### config.mk
export PLATFORM = sky130hd
export DESIGN_NAME = adcsf_top
export DESIGN_NICKNAME = d
export VERILOG_FILES = /design/src/design/adcsf_pkg.sv /design/src/design/adcsf_top.sv
export SDC_FILE = /design/constraint.sdc
export NUM_CORES = 1
export LEC_CHECK = 0
export ABC_AREA = 1
export CORE_UTILIZATION = 51
export DETAILED_ROUTE_END_ITERATION = 10
export DONT_BUFFER_PORTS = 1
export PLACE_DENSITY = 0.76
export SYNTH_ARGS = -nofsm -noshare
export SYNTH_HDL_FRONTEND = slang
export SYNTH_SLANG_ARGS = --single-unit
### constraint.sdc
create_clock -name ref_clk_i -period 8.8 [get_ports ref_clk_i]
set_input_delay 0.88 -clock ref_clk_i [delete_from_list [all_inputs] [get_ports ref_clk_i]]
set_output_delay 0.88 -clock ref_clk_i [all_outputs]
set_load 0.02 [all_outputs]
### src/design/adcsf_pkg.sv
// Package of constants for the converter status flag block.
package adcsf_pkg;
  // ===========================================================================
  // Register map (word byte addresses on the local register port)
  localparam logic [7:0] ADDR_STATUS     = 8'h00;
  localparam logic [7:0] ADDR_IRQ_MASK   = 8'h04;
  localparam logic [7:0] ADDR_MODE       = 8'h08;
  localparam logic [7:0] ADDR_CONFIG     = 8'h0c;
  localparam logic [7:0] ADDR_PRI_CTRL   = 8'h10;
  localparam logic [7:0] ADDR_PRI_RESULT = 8'h14;
  localparam logic [7:0] ADDR_AUX_RESULT = 8'h18;
  localparam logic [7:0] ADDR_PRI_THR    = 8'h1c;
  localparam logic [7:0] ADDR_ACC_THR    = 8'h20;
  localparam logic [7:0] ADDR_CNT_TARGET = 8'h24;
  localparam logic [7:0] ADDR_CNT_VALUE  = 8'h28;
  localparam logic [7:0] ADDR_ACC_VALUE  = 8'h2c;
  // ===========================================================================
  // Status bit positions
  localparam int BIT_CAL_DONE  = 15;
  localparam int BIT_AUX_ERR   = 13;
  localparam int BIT_PRI_ERR   = 12;
  localparam int BIT_ACC_THR   = 6;
  localparam int BIT_PRI_THR   = 4;
  localparam int BIT_GROSS_OVR = 3;
  localparam int BIT_AUX_RDY   = 1;
  localparam int BIT_PRI_RDY   = 0;
  // ===========================================================================
  // Configuration bit positions and reset values
  localparam int CFG_CMP_EN    = 3;
  localparam int CFG_CNT_EN    = 4;
  localparam int CFG_OVR_EN    = 2;
  localparam int PRI_GAIN_LSB  = 0;
  localparam int PRI_GAIN_W    = 4;
  localparam logic [15:0] STATUS_RST   = 16'h0000;
  localparam logic [15:0] STATUS_RSVD  = 16'h4fa4;
  localparam logic [7:0]  MASK_RST     = 8'h00;
  localparam logic [7:0]  MODE_RST     = 8'h03;
  // ===========================================================================
  // Timing
  localparam int CLK_HZ        = 100_000_000;
  localparam int OVR_PERIOD_US = 125;
  localparam int OVR_PERIOD_CYC = OVR_PERIOD_US * (CLK_HZ / 1_000_000);
  // ===========================================================================
  typedef enum logic [1:0] {
    ADCSF_RD_IDLE = 2'b01,
    ADCSF_RD_AUX  = 2'b10
  } adcsf_rd_t;
endpackage : adcsf_pkg

### src/design/adcsf_top.sv
// Status flag register bank for a dual sigma-delta converter subsystem.
//
// The register offsets and the address-and-strobe port are this design's own decisions.
`timescale 1ns/1ns
`default_nettype none
module adcsf_top
  import adcsf_pkg::*;
#(
  parameter int DATA_W   = 24,
  parameter int ACC_W    = 32,
  parameter int CNT_W    = 16,
  parameter int OVR_CYC  = OVR_PERIOD_CYC
) (
  input  wire logic              ref_clk_i,
  input  wire logic              nrst_i,
  input  wire logic [7:0]        addr_i,
  input  wire logic [31:0]       wdata_i,
  input  wire logic              wr_i,
  input  wire logic              rd_i,
  output logic      [31:0]       rdata_o,
  input  wire logic              cal_end_i,
  input  wire logic              pri_en_i,
  input  wire logic              aux_en_i,
  input  wire logic              core_pd_i,
  input  wire logic              pri_valid_i,
  input  wire logic [DATA_W-1:0] pri_data_i,
  input  wire logic              pri_over_i,
  input  wire logic              pri_under_i,
  input  wire logic              aux_valid_i,
  input  wire logic [DATA_W-1:0] aux_data_i,
  input  wire logic              aux_over_i,
  input  wire logic              aux_under_i,
  input  wire logic [ACC_W-1:0]  acc_value_i,
  input  wire logic              gross_ovr_i,
  output logic                   irq_o
);
  // ===========================================================================
  // Register port decode
  localparam logic [DATA_W-1:0] POS_FS = {1'b0, {(DATA_W-1){1'b1}}};
  localparam logic [DATA_W-1:0] NEG_FS = {1'b1, {(DATA_W-1){1'b0}}};

  function automatic logic hit(input logic [7:0] a, input logic [7:0] o);
    hit = (a == o);
  endfunction : hit

  function automatic logic [DATA_W-1:0] mag(input logic [DATA_W-1:0] v);
    mag = v[DATA_W-1] ? DATA_W'(~v + 1'b1) : v;
  endfunction : mag

  logic [15:0]       status_r;
  logic [7:0]        mask_r;
  logic [7:0]        mode_r;
  logic [7:0]        cfg_r;
  logic [7:0]        pctrl_r;
  logic [DATA_W-1:0] pri_dat_r;
  logic [DATA_W-1:0] aux_dat_r;
  logic [DATA_W-1:0] pri_thr_r;
  logic [ACC_W-1:0]  acc_thr_r;
  logic [CNT_W-1:0]  cnt_tgt_r;
  logic [CNT_W-1:0]  cnt_r;
  logic [31:0]       ovr_cnt_r;
  adcsf_rd_t         rd_st_r;
  logic [31:0]       rdata_r;
  logic              irq_r;
  logic              gross_s1_r;
  logic              gross_s2_r;

  wire wr_mode  = wr_i & hit(addr_i, ADDR_MODE);
  wire wr_cfg   = wr_i & hit(addr_i, ADDR_CONFIG);
  wire wr_pctrl = wr_i & hit(addr_i, ADDR_PRI_CTRL);
  wire rd_pri   = rd_i & hit(addr_i, ADDR_PRI_RESULT);
  wire rd_aux   = rd_i & hit(addr_i, ADDR_AUX_RESULT);

  // ===========================================================================
  // Result capture
  wire pri_rdy = status_r[BIT_PRI_RDY];
  wire aux_rdy = status_r[BIT_AUX_RDY];
  wire pri_store = pri_valid_i & pri_en_i & (~pri_rdy | core_pd_i);
  wire aux_store = aux_valid_i & aux_en_i & (~aux_rdy | core_pd_i);
  wire pri_oor   = pri_over_i | pri_under_i;
  wire aux_oor   = aux_over_i | aux_under_i;
  wire [DATA_W-1:0] pri_sat = pri_over_i ? POS_FS :
                              pri_under_i ? NEG_FS : pri_data_i;
  wire [DATA_W-1:0] aux_sat = aux_over_i ? POS_FS :
                              aux_under_i ? NEG_FS : aux_data_i;

  // Threshold comparison uses the incoming, saturated value, before it is stored.
  wire pri_above = mag(pri_sat) > pri_thr_r;
  wire cmp_en    = cfg_r[CFG_CMP_EN];
  wire cnt_en    = cfg_r[CFG_CNT_EN];
  wire [CNT_W-1:0] cnt_nxt = (pri_above) ? CNT_W'(cnt_r + 1'b1) : cnt_r;
  wire gain_chg  = wr_pctrl &
    (wdata_i[PRI_GAIN_LSB +: PRI_GAIN_W] !=
     pctrl_r[PRI_GAIN_LSB +: PRI_GAIN_W]);
  wire ovr_tick  = (ovr_cnt_r == 32'(OVR_CYC - 1));

  // ===========================================================================
  // Status flags; set beats clear where both occur in one cycle, except that CFG_OVR_EN and CFG_CMP_EN low hold the gross overrange and threshold flags clear.
  logic [15:0] status_nxt;
  always_comb begin
    status_nxt = status_r;
    if (wr_mode) begin
      status_nxt[BIT_CAL_DONE] = 1'b0;
    end
    if (cal_end_i) begin
      status_nxt[BIT_CAL_DONE] = 1'b1;
    end
    if (aux_store) begin
      status_nxt[BIT_AUX_ERR] = aux_oor;
    end
    if (pri_store) begin
      status_nxt[BIT_PRI_ERR] = pri_oor;
    end
    status_nxt[BIT_ACC_THR] = acc_value_i > acc_thr_r;
    if (!cmp_en) begin
      status_nxt[BIT_PRI_THR] = 1'b0;
    end else if (pri_store) begin
      if (cnt_en) begin
        status_nxt[BIT_PRI_THR] = (cnt_nxt == cnt_tgt_r);
      end else begin
        status_nxt[BIT_PRI_THR] = pri_above;
      end
    end
    if (!cfg_r[CFG_OVR_EN]) begin
      status_nxt[BIT_GROSS_OVR] = 1'b0;
    end else if (ovr_tick && gross_s2_r) begin
      status_nxt[BIT_GROSS_OVR] = 1'b1;
    end else if (gain_chg) begin
      status_nxt[BIT_GROSS_OVR] = 1'b0;
    end
    if (rd_pri) begin
      status_nxt[BIT_PRI_RDY] = 1'b0;
      if (rd_st_r == ADCSF_RD_AUX) begin
        status_nxt[BIT_AUX_RDY] = 1'b0;
      end
    end
    if (aux_store || (cal_end_i && aux_en_i)) begin
      status_nxt[BIT_AUX_RDY] = 1'b1;
    end
    if (pri_store || (cal_end_i && pri_en_i)) begin
      status_nxt[BIT_PRI_RDY] = 1'b1;
    end
    status_nxt = status_nxt & ~STATUS_RSVD;
  end

  // ===========================================================================
  // Read mux; a status read only selects data.
  logic [31:0] rd_mux;
  always_comb begin
    case (addr_i)
      ADDR_STATUS:     rd_mux = {16'h0000, status_r};
      ADDR_IRQ_MASK:   rd_mux = {24'h000000, mask_r};
      ADDR_MODE:       rd_mux = {24'h000000, mode_r};
      ADDR_CONFIG:     rd_mux = {24'h000000, cfg_r};
      ADDR_PRI_CTRL:   rd_mux = {24'h000000, pctrl_r};
      ADDR_PRI_RESULT: rd_mux = 32'(signed'(pri_dat_r));
      ADDR_AUX_RESULT: rd_mux = 32'(signed'(aux_dat_r));
      ADDR_PRI_THR:    rd_mux = 32'(pri_thr_r);
      ADDR_ACC_THR:    rd_mux = 32'(acc_thr_r);
      ADDR_CNT_TARGET: rd_mux = 32'(cnt_tgt_r);
      ADDR_CNT_VALUE:  rd_mux = 32'(cnt_r);
      ADDR_ACC_VALUE:  rd_mux = 32'(acc_value_i);
      default:         rd_mux = 32'h00000000;
    endcase
  end

  // ===========================================================================
  // Sequential state
  always_ff @(posedge ref_clk_i) begin
    if (!nrst_i) begin
      status_r   <= STATUS_RST;
      mask_r     <= MASK_RST;
      mode_r     <= MODE_RST;
      cfg_r      <= 8'h00;
      pctrl_r    <= 8'h00;
      pri_dat_r  <= '0;
      aux_dat_r  <= '0;
      pri_thr_r  <= '0;
      acc_thr_r  <= '0;
      cnt_tgt_r  <= '0;
      cnt_r      <= '0;
      ovr_cnt_r  <= 32'h00000000;
      rd_st_r    <= ADCSF_RD_IDLE;
      rdata_r    <= 32'h00000000;
      irq_r      <= 1'b0;
      gross_s1_r <= 1'b0;
      gross_s2_r <= 1'b0;
    end else begin
      status_r   <= status_nxt;
      gross_s1_r <= gross_ovr_i;
      gross_s2_r <= gross_s1_r;
      ovr_cnt_r  <= ovr_tick ? 32'h00000000 : ovr_cnt_r + 32'h00000001;
      rdata_r    <= rd_i ? rd_mux : 32'h00000000;
      irq_r      <= |(status_nxt[7:0] & mask_r);
      if (pri_store) begin
        pri_dat_r <= pri_sat;
        if (cmp_en && cnt_en) begin
          cnt_r <= (cnt_nxt == cnt_tgt_r) ? '0 : cnt_nxt;
        end
      end
      if (aux_store) begin
        aux_dat_r <= aux_sat;
      end
      if (rd_aux) begin
        rd_st_r <= ADCSF_RD_AUX;
      end else if (rd_pri) begin
        rd_st_r <= ADCSF_RD_IDLE;
      end
      if (wr_i) begin
        case (addr_i)
          ADDR_IRQ_MASK:   mask_r    <= wdata_i[7:0];
          ADDR_MODE:       mode_r    <= wdata_i[7:0];
          ADDR_CONFIG:     cfg_r     <= wdata_i[7:0];
          ADDR_PRI_CTRL:   pctrl_r   <= wdata_i[7:0];
          ADDR_PRI_THR:    pri_thr_r <= wdata_i[DATA_W-1:0];
          ADDR_ACC_THR:    acc_thr_r <= wdata_i[ACC_W-1:0];
          ADDR_CNT_TARGET: cnt_tgt_r <= wdata_i[CNT_W-1:0];
          default:         ;
        endcase
      end
    end
  end

  assign rdata_o = rdata_r;
  assign irq_o   = irq_r;

  // ===========================================================================
  // Assertions
  property p_cal_set;
    @(posedge ref_clk_i) disable iff (!nrst_i)
      cal_end_i |=> status_r[BIT_CAL_DONE];
  endproperty
  a_cal_set: assert property (p_cal_set) else $error("cal flag not set");

  property p_cal_clr;
    @(posedge ref_clk_i) disable iff (!nrst_i)
      wr_mode && !cal_end_i |=> !status_r[BIT_CAL_DONE];
  endproperty
  a_cal_clr: assert property (p_cal_clr) else $error("cal flag kept");

  property p_pri_err;
    @(posedge ref_clk_i) disable iff (!nrst_i)
      pri_store |=> status_r[BIT_PRI_ERR] == $past(pri_oor);
  endproperty
  a_pri_err: assert property (p_pri_err) else $error("pri err wrong");

  property p_aux_err;
    @(posedge ref_clk_i) disable iff (!nrst_i)
      aux_store |=> status_r[BIT_AUX_ERR] == $past(aux_oor);
  endproperty
  a_aux_err: assert property (p_aux_err) else $error("aux err wrong");

  property p_sat;
    @(posedge ref_clk_i) disable iff (!nrst_i)
      pri_store && pri_over_i |=> pri_dat_r == POS_FS;
  endproperty
  a_sat: assert property (p_sat) else $error("no saturation");

  property p_acc;
    @(posedge ref_clk_i) disable iff (!nrst_i)
      ##1 status_r[BIT_ACC_THR] == ($past(acc_value_i) > $past(acc_thr_r));
  endproperty
  a_acc: assert property (p_acc) else $error("acc flag wrong");

  property p_ovr_hold;
    @(posedge ref_clk_i) disable iff (!nrst_i)
      status_r[BIT_GROSS_OVR] && cfg_r[CFG_OVR_EN] && !gain_chg
        |=> status_r[BIT_GROSS_OVR];
  endproperty
  a_ovr_hold: assert property (p_ovr_hold) else $error("ovr dropped");

  property p_ovr_tick;
    @(posedge ref_clk_i) disable iff (!nrst_i)
      $rose(status_r[BIT_GROSS_OVR]) |-> $past(ovr_tick);
  endproperty
  a_ovr_tick: assert property (p_ovr_tick) else $error("ovr off tick");

  property p_rdy_clr;
    @(posedge ref_clk_i) disable iff (!nrst_i)
      rd_pri && !pri_store && !(cal_end_i && pri_en_i)
        |=> !status_r[BIT_PRI_RDY];
  endproperty
  a_rdy_clr: assert property (p_rdy_clr) else $error("pri rdy kept");

  property p_hold;
    @(posedge ref_clk_i) disable iff (!nrst_i)
      pri_rdy && !core_pd_i |=> pri_dat_r == $past(pri_dat_r);
  endproperty
  a_hold: assert property (p_hold) else $error("result overwritten");

  property p_irq;
    @(posedge ref_clk_i) disable iff (!nrst_i)
      ##1 irq_o == |(status_r[7:0] & $past(mask_r));
  endproperty
  a_irq: assert property (p_irq) else $error("irq mismatch");

  property p_rst_zero;
    @(posedge ref_clk_i)
      !nrst_i |=> status_r == STATUS_RST;
  endproperty
  a_rst_zero: assert property (p_rst_zero) else $error("status not zero");

  property p_rsvd;
    @(posedge ref_clk_i) disable iff (!nrst_i)
      (status_r & STATUS_RSVD) == 16'h0000;
  endproperty
  a_rsvd: assert property (p_rsvd) else $error("reserved bit set");

  property p_pri_rdy_set;
    @(posedge ref_clk_i) disable iff (!nrst_i)
      pri_store || (cal_end_i && pri_en_i) |=> status_r[BIT_PRI_RDY];
  endproperty
  a_pri_rdy_set: assert property (p_pri_rdy_set) else $error("pri rdy");

  property p_aux_rdy_set;
    @(posedge ref_clk_i) disable iff (!nrst_i)
      aux_store || (cal_end_i && aux_en_i) |=> status_r[BIT_AUX_RDY];
  endproperty
  a_aux_rdy_set: assert property (p_aux_rdy_set) else $error("aux rdy");

  // Only a primary read that follows an auxiliary read may drop bit 1.
  property p_aux_rdy_keep;
    @(posedge ref_clk_i) disable iff (!nrst_i)
      aux_rdy && !(rd_pri && rd_st_r == ADCSF_RD_AUX)
        |=> status_r[BIT_AUX_RDY];
  endproperty
  a_aux_rdy_keep: assert property (p_aux_rdy_keep) else $error("aux rdy");

  property p_thr_off;
    @(posedge ref_clk_i) disable iff (!nrst_i)
      !cmp_en |=> !status_r[BIT_PRI_THR];
  endproperty
  a_thr_off: assert property (p_thr_off) else $error("thr flag on");

  property p_thr_mag;
    @(posedge ref_clk_i) disable iff (!nrst_i)
      cmp_en && !cnt_en && pri_store
        |=> status_r[BIT_PRI_THR] == $past(pri_above);
  endproperty
  a_thr_mag: assert property (p_thr_mag) else $error("thr flag wrong");

  property p_cnt_hit;
    @(posedge ref_clk_i) disable iff (!nrst_i)
      cmp_en && cnt_en && pri_store
        |=> status_r[BIT_PRI_THR] == ($past(cnt_nxt) == $past(cnt_tgt_r));
  endproperty
  a_cnt_hit: assert property (p_cnt_hit) else $error("count flag wrong");

  property p_ovr_off;
    @(posedge ref_clk_i) disable iff (!nrst_i)
      !cfg_r[CFG_OVR_EN] |=> !status_r[BIT_GROSS_OVR];
  endproperty
  a_ovr_off: assert property (p_ovr_off) else $error("ovr while off");
endmodule : adcsf_top
`default_nettype wire

# == Word level (Yosys, flattened, before mapping) ==
# Index checks and enable logic that the tools add are counted.
# totals
out_inout_bits,33
memories,0
latchBits,0
mem_bits_rw,0
regBits,253
rom_bits,0
wordCells,101
inputBits,135
# op_classes
reduce_logical,20
eq_ne,15
n_mul,0
order_cmp,2
bitwise_logic,18
div,0
n_shift,0
n_mux,22
add_sub_neg,3
# ops
cell,count
$pmux W32 S12,1
$mux W24,5
$add A32 B1 Y32 const B,1
$eq A32 B14 Y1 const B,1
$eq A8 B5 Y1 const B,4
$eq A8 B6 Y1 const B,4
$gt A32 B32 Y1,1
$mux W16,2
$add A24 B1 Y24 const B,1
$gt A24 B24 Y1,1
$not A24 Y24,1
$reduce_and A2 Y1,9
$add A16 B1 Y16 const B,1
$eq A16 B16 Y1,1
$eq A8 B4 Y1 const B,2
$mux W1,11
$and A1 B1 Y1,9
$and A7 B8 Y8,1
$eq A8 B3 Y1 const B,1
$logic_not A8 Y1,1
$reduce_or A8 Y1,1
$mux W2,3
$logic_and A1 B1 Y1,4
$ne A4 B4 Y1,1
other kinds (6),13

# == Logic depth before layout (Yosys ltp) ==
# Gate-level depths: netlist of the first run.
# logic_depth
depth_word,13
depth_mapped,34
ltp_nobuf,34

# == Worst setup path before layout of the first run ==
# OpenSTA, ideal clock, no wires.
# synth_timing
path_kind,input to register
from,input port pri_under_i
to,register cnt_r[9]
setup_ns,0.138
slack_ns,4.284
stages,32
required_time_ns,8.662
t_arrival_ns,4.378
n_path_buf,3
path_cell_list,inv_2 buf_6 a21oi_4 ha_1 inv_1 nor3_2 nand4_1 nor3_1 nand4_1 nor2_1 a31oi_1 xor2_1 ha_1 nand2_1 nor2_2 nand2_1 nor2_2 nand2_1 nand3_2 buf_6 nand2_4 nand2_1 nand2_1 nand2_1 nand2_1 nor2_1 nand2_1 nor2_2 nand2_4 buf_6 nand2_2 a21oi_2
# synth_between
elab_chain_cells,9
# synth_lines
element,line,rtl
start: declaration,adcsf_top.sv:28,"input wire logic pri_under_i,"
$mux W24 *,adcsf_top.sv:83,pri_under_i ? NEG_FS : pri_data_i;
$mux W24 *,adcsf_top.sv:82,wire [DATA_W-1:0] pri_sat = pri_over_i ? POS_FS :
$not A24 Y24,adcsf_top.sv:47,mag = v[DATA_W-1] ? DATA_W'(~v + 1'b1) : v;
$add A24 B1 Y24,adcsf_top.sv:47,
$mux W24 *,adcsf_top.sv:47,
$gt A24 B24 Y1 *,adcsf_top.sv:88,wire pri_above = mag(pri_sat) > pri_thr_r;
$mux W16 *,adcsf_top.sv:91,wire [CNT_W-1:0] cnt_nxt = (pri_above) ? CNT_W'(cnt_r + 1'b1) : cnt_r;
$eq A16 B16 Y1,adcsf_top.sv:198,cnt_r <= (cnt_nxt == cnt_tgt_r) ? '0 : cnt_nxt;
$mux W16 *,adcsf_top.sv:198,
end signal: assignment,adcsf_top.sv:198,
end: declaration,adcsf_top.sv:60,logic [CNT_W-1:0] cnt_r;
# Every way passes the cells marked *; elsewhere a longest branch is shown, timed or not.
# A chain may end at the register's enable or synchronous reset.

# == Final worst setup path of the first run ==
# layout_timing
from,input port pri_under_i
to,register cnt_r[0]
# The elaborated chain is that of the path after synthesis.

==> impl_metrics.env, run 1 <==
export IMPL_status="complete, no violations"
export IMPL_clock_sinks=245
export IMPL_reg2reg_setup_slack_ns=5.56
export IMPL_finalSetupViolations=0
export IMPL_netlist_instances=1858
export IMPL_cp_start_kind="input pin"
export IMPL_first_iter_violations=1340
export IMPL_synthArstFlopShare_pct=0
export IMPL_floorplan_initialDensity_pct=51.9
export IMPL_pre_cts_slack_ns=3.25
export IMPL_ys_seq_area_share_pct=37.5
export IMPL_num_rows=58
export IMPL_cts_setup_buffers=0
export IMPL_finalSetupTns_ns=0
export IMPL_fmax_mhz=197
export IMPL_core_region_area_sq_um=25200
export IMPL_first_global_vias=11471
export IMPL_syn_cell_area_sq_um=13100
export IMPL_dp_hpwl_mm=29.0
export IMPL_clk_latency_ns=0.55
export IMPL_finalHoldViolations=0
export IMPL_cts_hold_buf=0
export IMPL_ant_nets=0
export IMPL_die_height_um=162
export IMPL_post_route_drc_count=0
export IMPL_hp_class="flop to flop"
export IMPL_yosysUniqueCellTypes=56
export IMPL_skew_ns=0.00985
export IMPL_worstPathArrival_ns=5.46
export IMPL_crit_fanout=30
export IMPL_avgSynthCellArea_sq_um=7.03
export IMPL_slew_violations=0
export IMPL_die_w_um=162
export IMPL_post_route_util_pct=56.6
export IMPL_cts_resized=0
export IMPL_holdWs_ns=0.436
export IMPL_htreeDepth=1
export IMPL_ys_ff_latch=245
export IMPL_slew_headroom_pct=18.8
export IMPL_syn2layout_area_growth_pct=9.04
export IMPL_p_per_area_nw_per_um2=186
export IMPL_yosys_warnings=0
export IMPL_worst_setup_path_type="input pin to flop"
export IMPL_worstMarginPinSlew_ns=1.22
export IMPL_grt_use_total_pct=29.7
export IMPL_path_clk_slew_ns=0.06
export IMPL_layout_min_cycle_time_ns=5.09
export IMPL_pin_count=168
export IMPL_route_vias_total=12548
export IMPL_endpoint_kind="flop"
export IMPL_drv_cap=0
export IMPL_p_leak_uw=0.00543
export IMPL_peakVddDrop_uv=147
export IMPL_grt_pass1_wl_mm=61.5
export IMPL_grt_max_degree=160
export IMPL_antenna_found_initial=1
export IMPL_fill_cells=2336
export IMPL_cts_root_buffer="clkbuf_16"
export IMPL_wirelength_mm=40.2
export IMPL_dr_pass1_iters=5
export IMPL_grt_ovfl_total=0
export IMPL_syn_nets=2052
export IMPL_io_buffer_count=0
export IMPL_drive_gt1_share_pct=6.88
export IMPL_nNetsFinal=2006
export IMPL_required_ns=9.17
export IMPL_synth_edff_count=0
export IMPL_synthFlopType="dfxtp_1"
export IMPL_vias_per_cell=5.80
export IMPL_clk_path_buf_depth=3
export IMPL_cts_tree="yes"
export IMPL_cts_buffers=27
export IMPL_rsz0062_at_grt="no"
export IMPL_die_area_sq_um=26300
export IMPL_wl_per_cell_um=18.6
export IMPL_worst_slack_ns=3.71
export IMPL_fin_crit_sh_pct=57.8
export IMPL_place_gp_congestion=0.939
-- metal layers --
metal  track usage (%)  share of wire [%]  wire length (um)  up-vias
li1                  -                  -                 -     6128
met1              36.5                 40             16300     5793
met2              50.3                 47             18800      518
met3              5.64                8.1              3270      109
met4              13.5                4.6              1850        0
met5                 0                  0                 0        -
-- through the flow --
stage / area (sq um) / cells / power [uW]
4_1_cts: 14200 / 2162 / 2650
5_1_grt: 14200 / 2162 / 2730
3_3_place_gp: 13200 / 2113 / 1360
3_5_place_dp: 13200 / 2113 / 1370
6_report: 14300 / 2163 / 2650
2_1_floorplan: 13100 / 1858 / 1340
-- kinds of logic after synthesis --
logic type | count (synthesis) | synth area share [%]
compound gates | 550 | 23.6
xor+xnor | 26 | 1.74
fa+ha+maj | 59 | 5.65
buf+inv | 334 | 9.91
flops | 245 | 37.5
simple gates | 644 | 21.5
-- critical path: stages --
cell and delay [ns]:
inv_2 0.13, a21oi_2 0.26, ha_1 0.18, inv_1 0.06, nor3_2 0.24, nand4_1 0.15
nor3_1 0.34, nand4_1 0.20, nor2_1 0.18, a31oi_1 0.11, xor2_1 0.16, ha_1 0.28
nand2_1 0.09, o21ai_0 0.11, a21oi_1 0.19, nand3_2 0.53, nand2_4 0.35, nand2_1 0.10
nand3_1 0.08, nand2_1 0.05, nor2_1 0.10, nand2_1 0.09, nor2_2 0.18, nand2_4 0.19
nand2_1 0.12, a21oi_1 0.06
-- state kept, by name, indices dropped and copies added (netlist names) --
name	flops
cfg_r	8
pri_dat_r	24
acc_thr_r	32
cnt_r	16
irq_o	1
ovr_cnt_r	32
gross_s1_r	1
rdata_o	32
aux_dat_r	24
gross_s2_r	1
mask_r	8
cnt_tgt_r	16
pri_thr_r	24
pctrl_r	8
rd_st_r	2
mode_r	8
status_r	8
-- final cells by class --
class,count,area [sq um],area share (%)
antenna,1,2.50,0.0176
sequential,245,4900,34.4
inverter,248,931,6.53
clock inverter,16,278,1.95
clock buffer,33,758,5.32
multi-input combinational,1279,6880,48.3
timing repair buffer,11,82.6,0.579
tap,330,413,2.90
-- cells in the final DEF (no fill, tap or decap), types with 3 or more instances in the layout --
cell type / instances
inv_2: 10
buf_4: 11
nor3b_1: 3
a21oi_2: 12
nor4_1: 12
o22ai_1: 8
inv_1: 237
nand4_1: 16
a21o_1: 3
clkbuf_8: 6
nor2_1: 166
nor2_4: 3
nand3_1: 71
o31ai_1: 3
dfxtp_1: 245
nor2_2: 12
nor3_1: 29
nor3_2: 5
clkinvlp_4: 3
o21ai_0: 211
xor2_1: 24
o21ai_1: 3
a211oi_1: 5
nand2_1: 302
bufinv_16: 7
a21oi_1: 226
nand2_2: 13
a31oi_1: 14
o211ai_1: 7
ha_1: 59
clkbuf_16: 27
a22o_1: 3
a221oi_1: 40
o21a_1: 3
-- power by group --
part | switching [uW] | internal, uW | total [uW] | leakage [uW]
registers | 16.0 | 1130 | 1150 | 0.00198
logic | 135 | 68.9 | 204 | 0.00294
clock network | 486 | 819 | 1310 | 0.000500
-- cell usage after synthesis (all sizes together) (7+ instances only) --
cell    number  area (sq um)
nand2      317          1240
inv        247           927
dfxtp      245          4900
a21oi      239          1250
o21ai      214          1070
nor2       181           727
clkbuf      75           282
nand3       72           365
ha          59           738
a221oi      40           350
nor3        35           211
xor2        24           210
nand4       16           100
a31oi       14          87.6
nor4        13          87.6
buf         11          82.6
o22ai        8          50.1
o211ai       7          52.6
-- final timing paths --
kind	end	start	cells after the start
max	cnt_r[0]$_SDFFE_PN0P_	pri_under_i	26
max reg2reg	cnt_r[0]$_SDFFE_PN0P_	pri_thr_r[23]$_SDFFE_PN0P_	16
min reg2reg	gross_s2_r$_SDFF_PN0_	gross_s1_r$_SDFF_PN0_	2
min	gross_s2_r$_SDFF_PN0_	gross_s1_r$_SDFF_PN0_	2
Power figures use the tool's default switching activity.
==> inputs of run 2 (changes only) <==
--- a/config.mk
+++ b/config.mk
@@ -9,7 +9,7 @@
 export CORE_UTILIZATION = 51
 export DETAILED_ROUTE_END_ITERATION = 10
 export DONT_BUFFER_PORTS = 1
-export PLACE_DENSITY = 0.76
+export PLACE_DENSITY = 0.79
 export SYNTH_ARGS = -nofsm -noshare
 export SYNTH_HDL_FRONTEND = slang
 export SYNTH_SLANG_ARGS = --single-unit
==> constraint.sdc (replaced) <==
create_clock -name ref_clk_i -period 4.2 [get_ports ref_clk_i]
set_input_delay 0.42 -clock ref_clk_i [delete_from_list [all_inputs] [get_ports ref_clk_i]]
set_output_delay 0.42 -clock ref_clk_i [all_outputs]
set_load 0.02 [all_outputs]
==> impl_metrics.env, run 2 (same netlist as run 1, synthesis figures left out) <==
export IMPL_status="complete, no violations"
export IMPL_nNetsFinal=2081
export IMPL_rr_worst_depth=19
export IMPL_route_vias_total=13089
export IMPL_fmax_mhz=255
export IMPL_crit_fanout=13
export IMPL_clk_path_buf_depth=3
export IMPL_wl_per_cell_um=18.5
export IMPL_diodes=0
export IMPL_fin_total_pwr_uw=5610
export IMPL_cts_root_buffer="clkbuf_16"
export IMPL_slew_violations=0
export IMPL_p_per_area_nw_per_um2=375
export IMPL_clock_sinks=245
export IMPL_cts_tree="yes"
export IMPL_endpoint_kind="flop"
export IMPL_final_cell_mix="nand2_1 (297), dfxtp_1 (245), inv_1 (237), a21oi_1 (223), o21ai_0 (210)"
export IMPL_finalSetupViolations=0
export IMPL_p_leak_uw=0.00580
export IMPL_worstMarginPinSlew_ns=1.14
export IMPL_cp_start_kind="input pin"
export IMPL_die_w_um=162
export IMPL_layout_commonest_cell="nand2_1"
export IMPL_pin_count=168
export IMPL_first_global_vias=12043
export IMPL_multi_input_area_sq_um=7000
export IMPL_clk_latency_ns=0.56
export IMPL_first_iter_violations=1411
export IMPL_crit_top_cell="nand2_1"
export IMPL_hp_class="input pin to flop"
export IMPL_reg2reg_setup_slack_ns=1.29
export IMPL_wirelength_mm=41.4
export IMPL_grt_pass1_wl_mm=63.2
export IMPL_num_rows=58
export IMPL_floorplan_initialDensity_pct=51.9
export IMPL_regArea_sq_um=4900
export IMPL_syn2layout_area_growth_pct=14.5
export IMPL_pre_cts_slack_ns=-0.240
export IMPL_ant_nets=0
export IMPL_hold_depth=2
export IMPL_fill_cells=2230
export IMPL_core_region_area_sq_um=25200
export IMPL_grt_max_degree=148
export IMPL_grt_ovfl_total=0
export IMPL_skew_ns=0.0251
export IMPL_hp_start="wdata_i[2]"
export IMPL_r2r_end="cnt_r[13]$_SDFFE_PN0P_"
export IMPL_drv_cap=0
export IMPL_die_height_um=162
export IMPL_slew_headroom_pct=23.9
export IMPL_die_area_sq_um=26300
export IMPL_htreeDepth=1
export IMPL_dr_pass1_iters=7
export IMPL_path_clk_slew_ns=0.06
export IMPL_peakVddDrop_uv=266
export IMPL_grt_use_total_pct=30.3
export IMPL_max_stage_delay_ns=0.28
export IMPL_dp_hpwl_mm=29.4
export IMPL_worstPathArrival_ns=4.30
export IMPL_r2r_start="pri_thr_r[7]$_SDFFE_PN0P_"
export IMPL_worst_slack_ns=0.283
export IMPL_worst_setup_path_type="input pin to flop"
export IMPL_antenna_found_initial=0
export IMPL_slowest_stage="ha_1"
export IMPL_drive_gt1_share_pct=10.6
export IMPL_required_ns=4.58
export IMPL_post_route_drc_count=0
export IMPL_post_route_util_pct=59.4
export IMPL_layout_min_cycle_time_ns=3.92
export IMPL_finalHoldViolations=0
export IMPL_place_gp_congestion=0.959
export IMPL_io_buffer_count=0
export IMPL_vias_per_cell=5.85
export IMPL_cts_buffers=28
export IMPL_fin_crit_sh_pct=93.3
export IMPL_min_to="mode_r[2]$_SDFFE_PN0P_"
run 2: cell types whose count changed in the layout (fill, tap and decap cells not counted), moves of 4 or more:
cell,before,now
buf_4,11,71
dlygate4sd3_1,0,10
nand2_1,302,297
nand2_2,13,17
nor2_1,166,162
run 2: routing by layer:
layer / GRT usage [%] / wire, um / vias to the layer above
li1: - / - / 6294
met1: 38.5 / 16400 / 5949
met2: 47.8 / 18500 / 694
met3: 7.00 / 4350 / 152
met4: 16.1 / 2170 / 0
met5: 0 / 0 / -
run 2: what timing repair did:
action / CTS / global route
hold endpoints to repair: 25 / 0
endpoints found under the setup margin: 0 / 18
hold buffers: 10 / 0
setup buffers: 0 / 7
gates resized for setup: 0 / 23
run 2: layout make-up:
cell class	count	share of cell area (%)
timing repair buffer	84	4.70
multi-input combinational	1280	46.8
sequential	245	32.8
inverter	248	6.22
tap	330	2.76
clock buffer	39	5.49
clock inverter	10	1.28
run 2: critical path, delay by kind of cell:
| family | cells | cell delay [ns] |
|---|---|---|
| AND/OR/NAND/NOR | 23 | 2.73 |
| buffers and inverters | 5 | 0.48 |
| XOR/XNOR | 1 | 0.16 |
| AO/OA/AOI/OAI | 2 | 0.21 |
| adder cells (fa/ha/maj) | 1 | 0.28 |
run 2: how the worst max path moves through the flow:
| stage | slack [ns] | to | from |
|---|---|---|---|
| 2_1_floorplan | 0.14 | cnt_r[9]$_SDFFE_PN0P_ | pri_under_i |
| 3_3_place_gp | -0.14 | cnt_r[10]$_SDFFE_PN0P_ | pri_under_i |
| 3_5_place_dp | -0.24 | cnt_r[10]$_SDFFE_PN0P_ | pri_under_i |
| 4_1_cts | 0.28 | cnt_r[10]$_SDFFE_PN0P_ | pri_under_i |
| 5_1_grt | -0.05 | cnt_r[13]$_SDFFE_PN0P_ | pri_under_i |
| 6_report | 0.28 | cnt_r[13]$_SDFFE_PN0P_ | pri_under_i |
run 2: metrics by stage:
step / instance area (sq um) / std cells / setup TNS, ns / hold WS (ns)
after floorplan: 13100 / 1858 / 0 / 0.390
final: 15000 / 2236 / 0 / 0.0237
after detailed placement: 13600 / 2167 / -3.79 / 0.402
after global placement: 13600 / 2167 / -2.00 / 0.401
after CTS: 14700 / 2226 / 0 / 0.00428
after global routing: 15000 / 2236 / -0.352 / 0.0104
run 2: power breakdown:
group / switching [uW] / internal, uW
Combinational: 335 / 228
Sequential: 28.2 / 2370
Clock: 990 / 1660
Total: 1350 / 4260
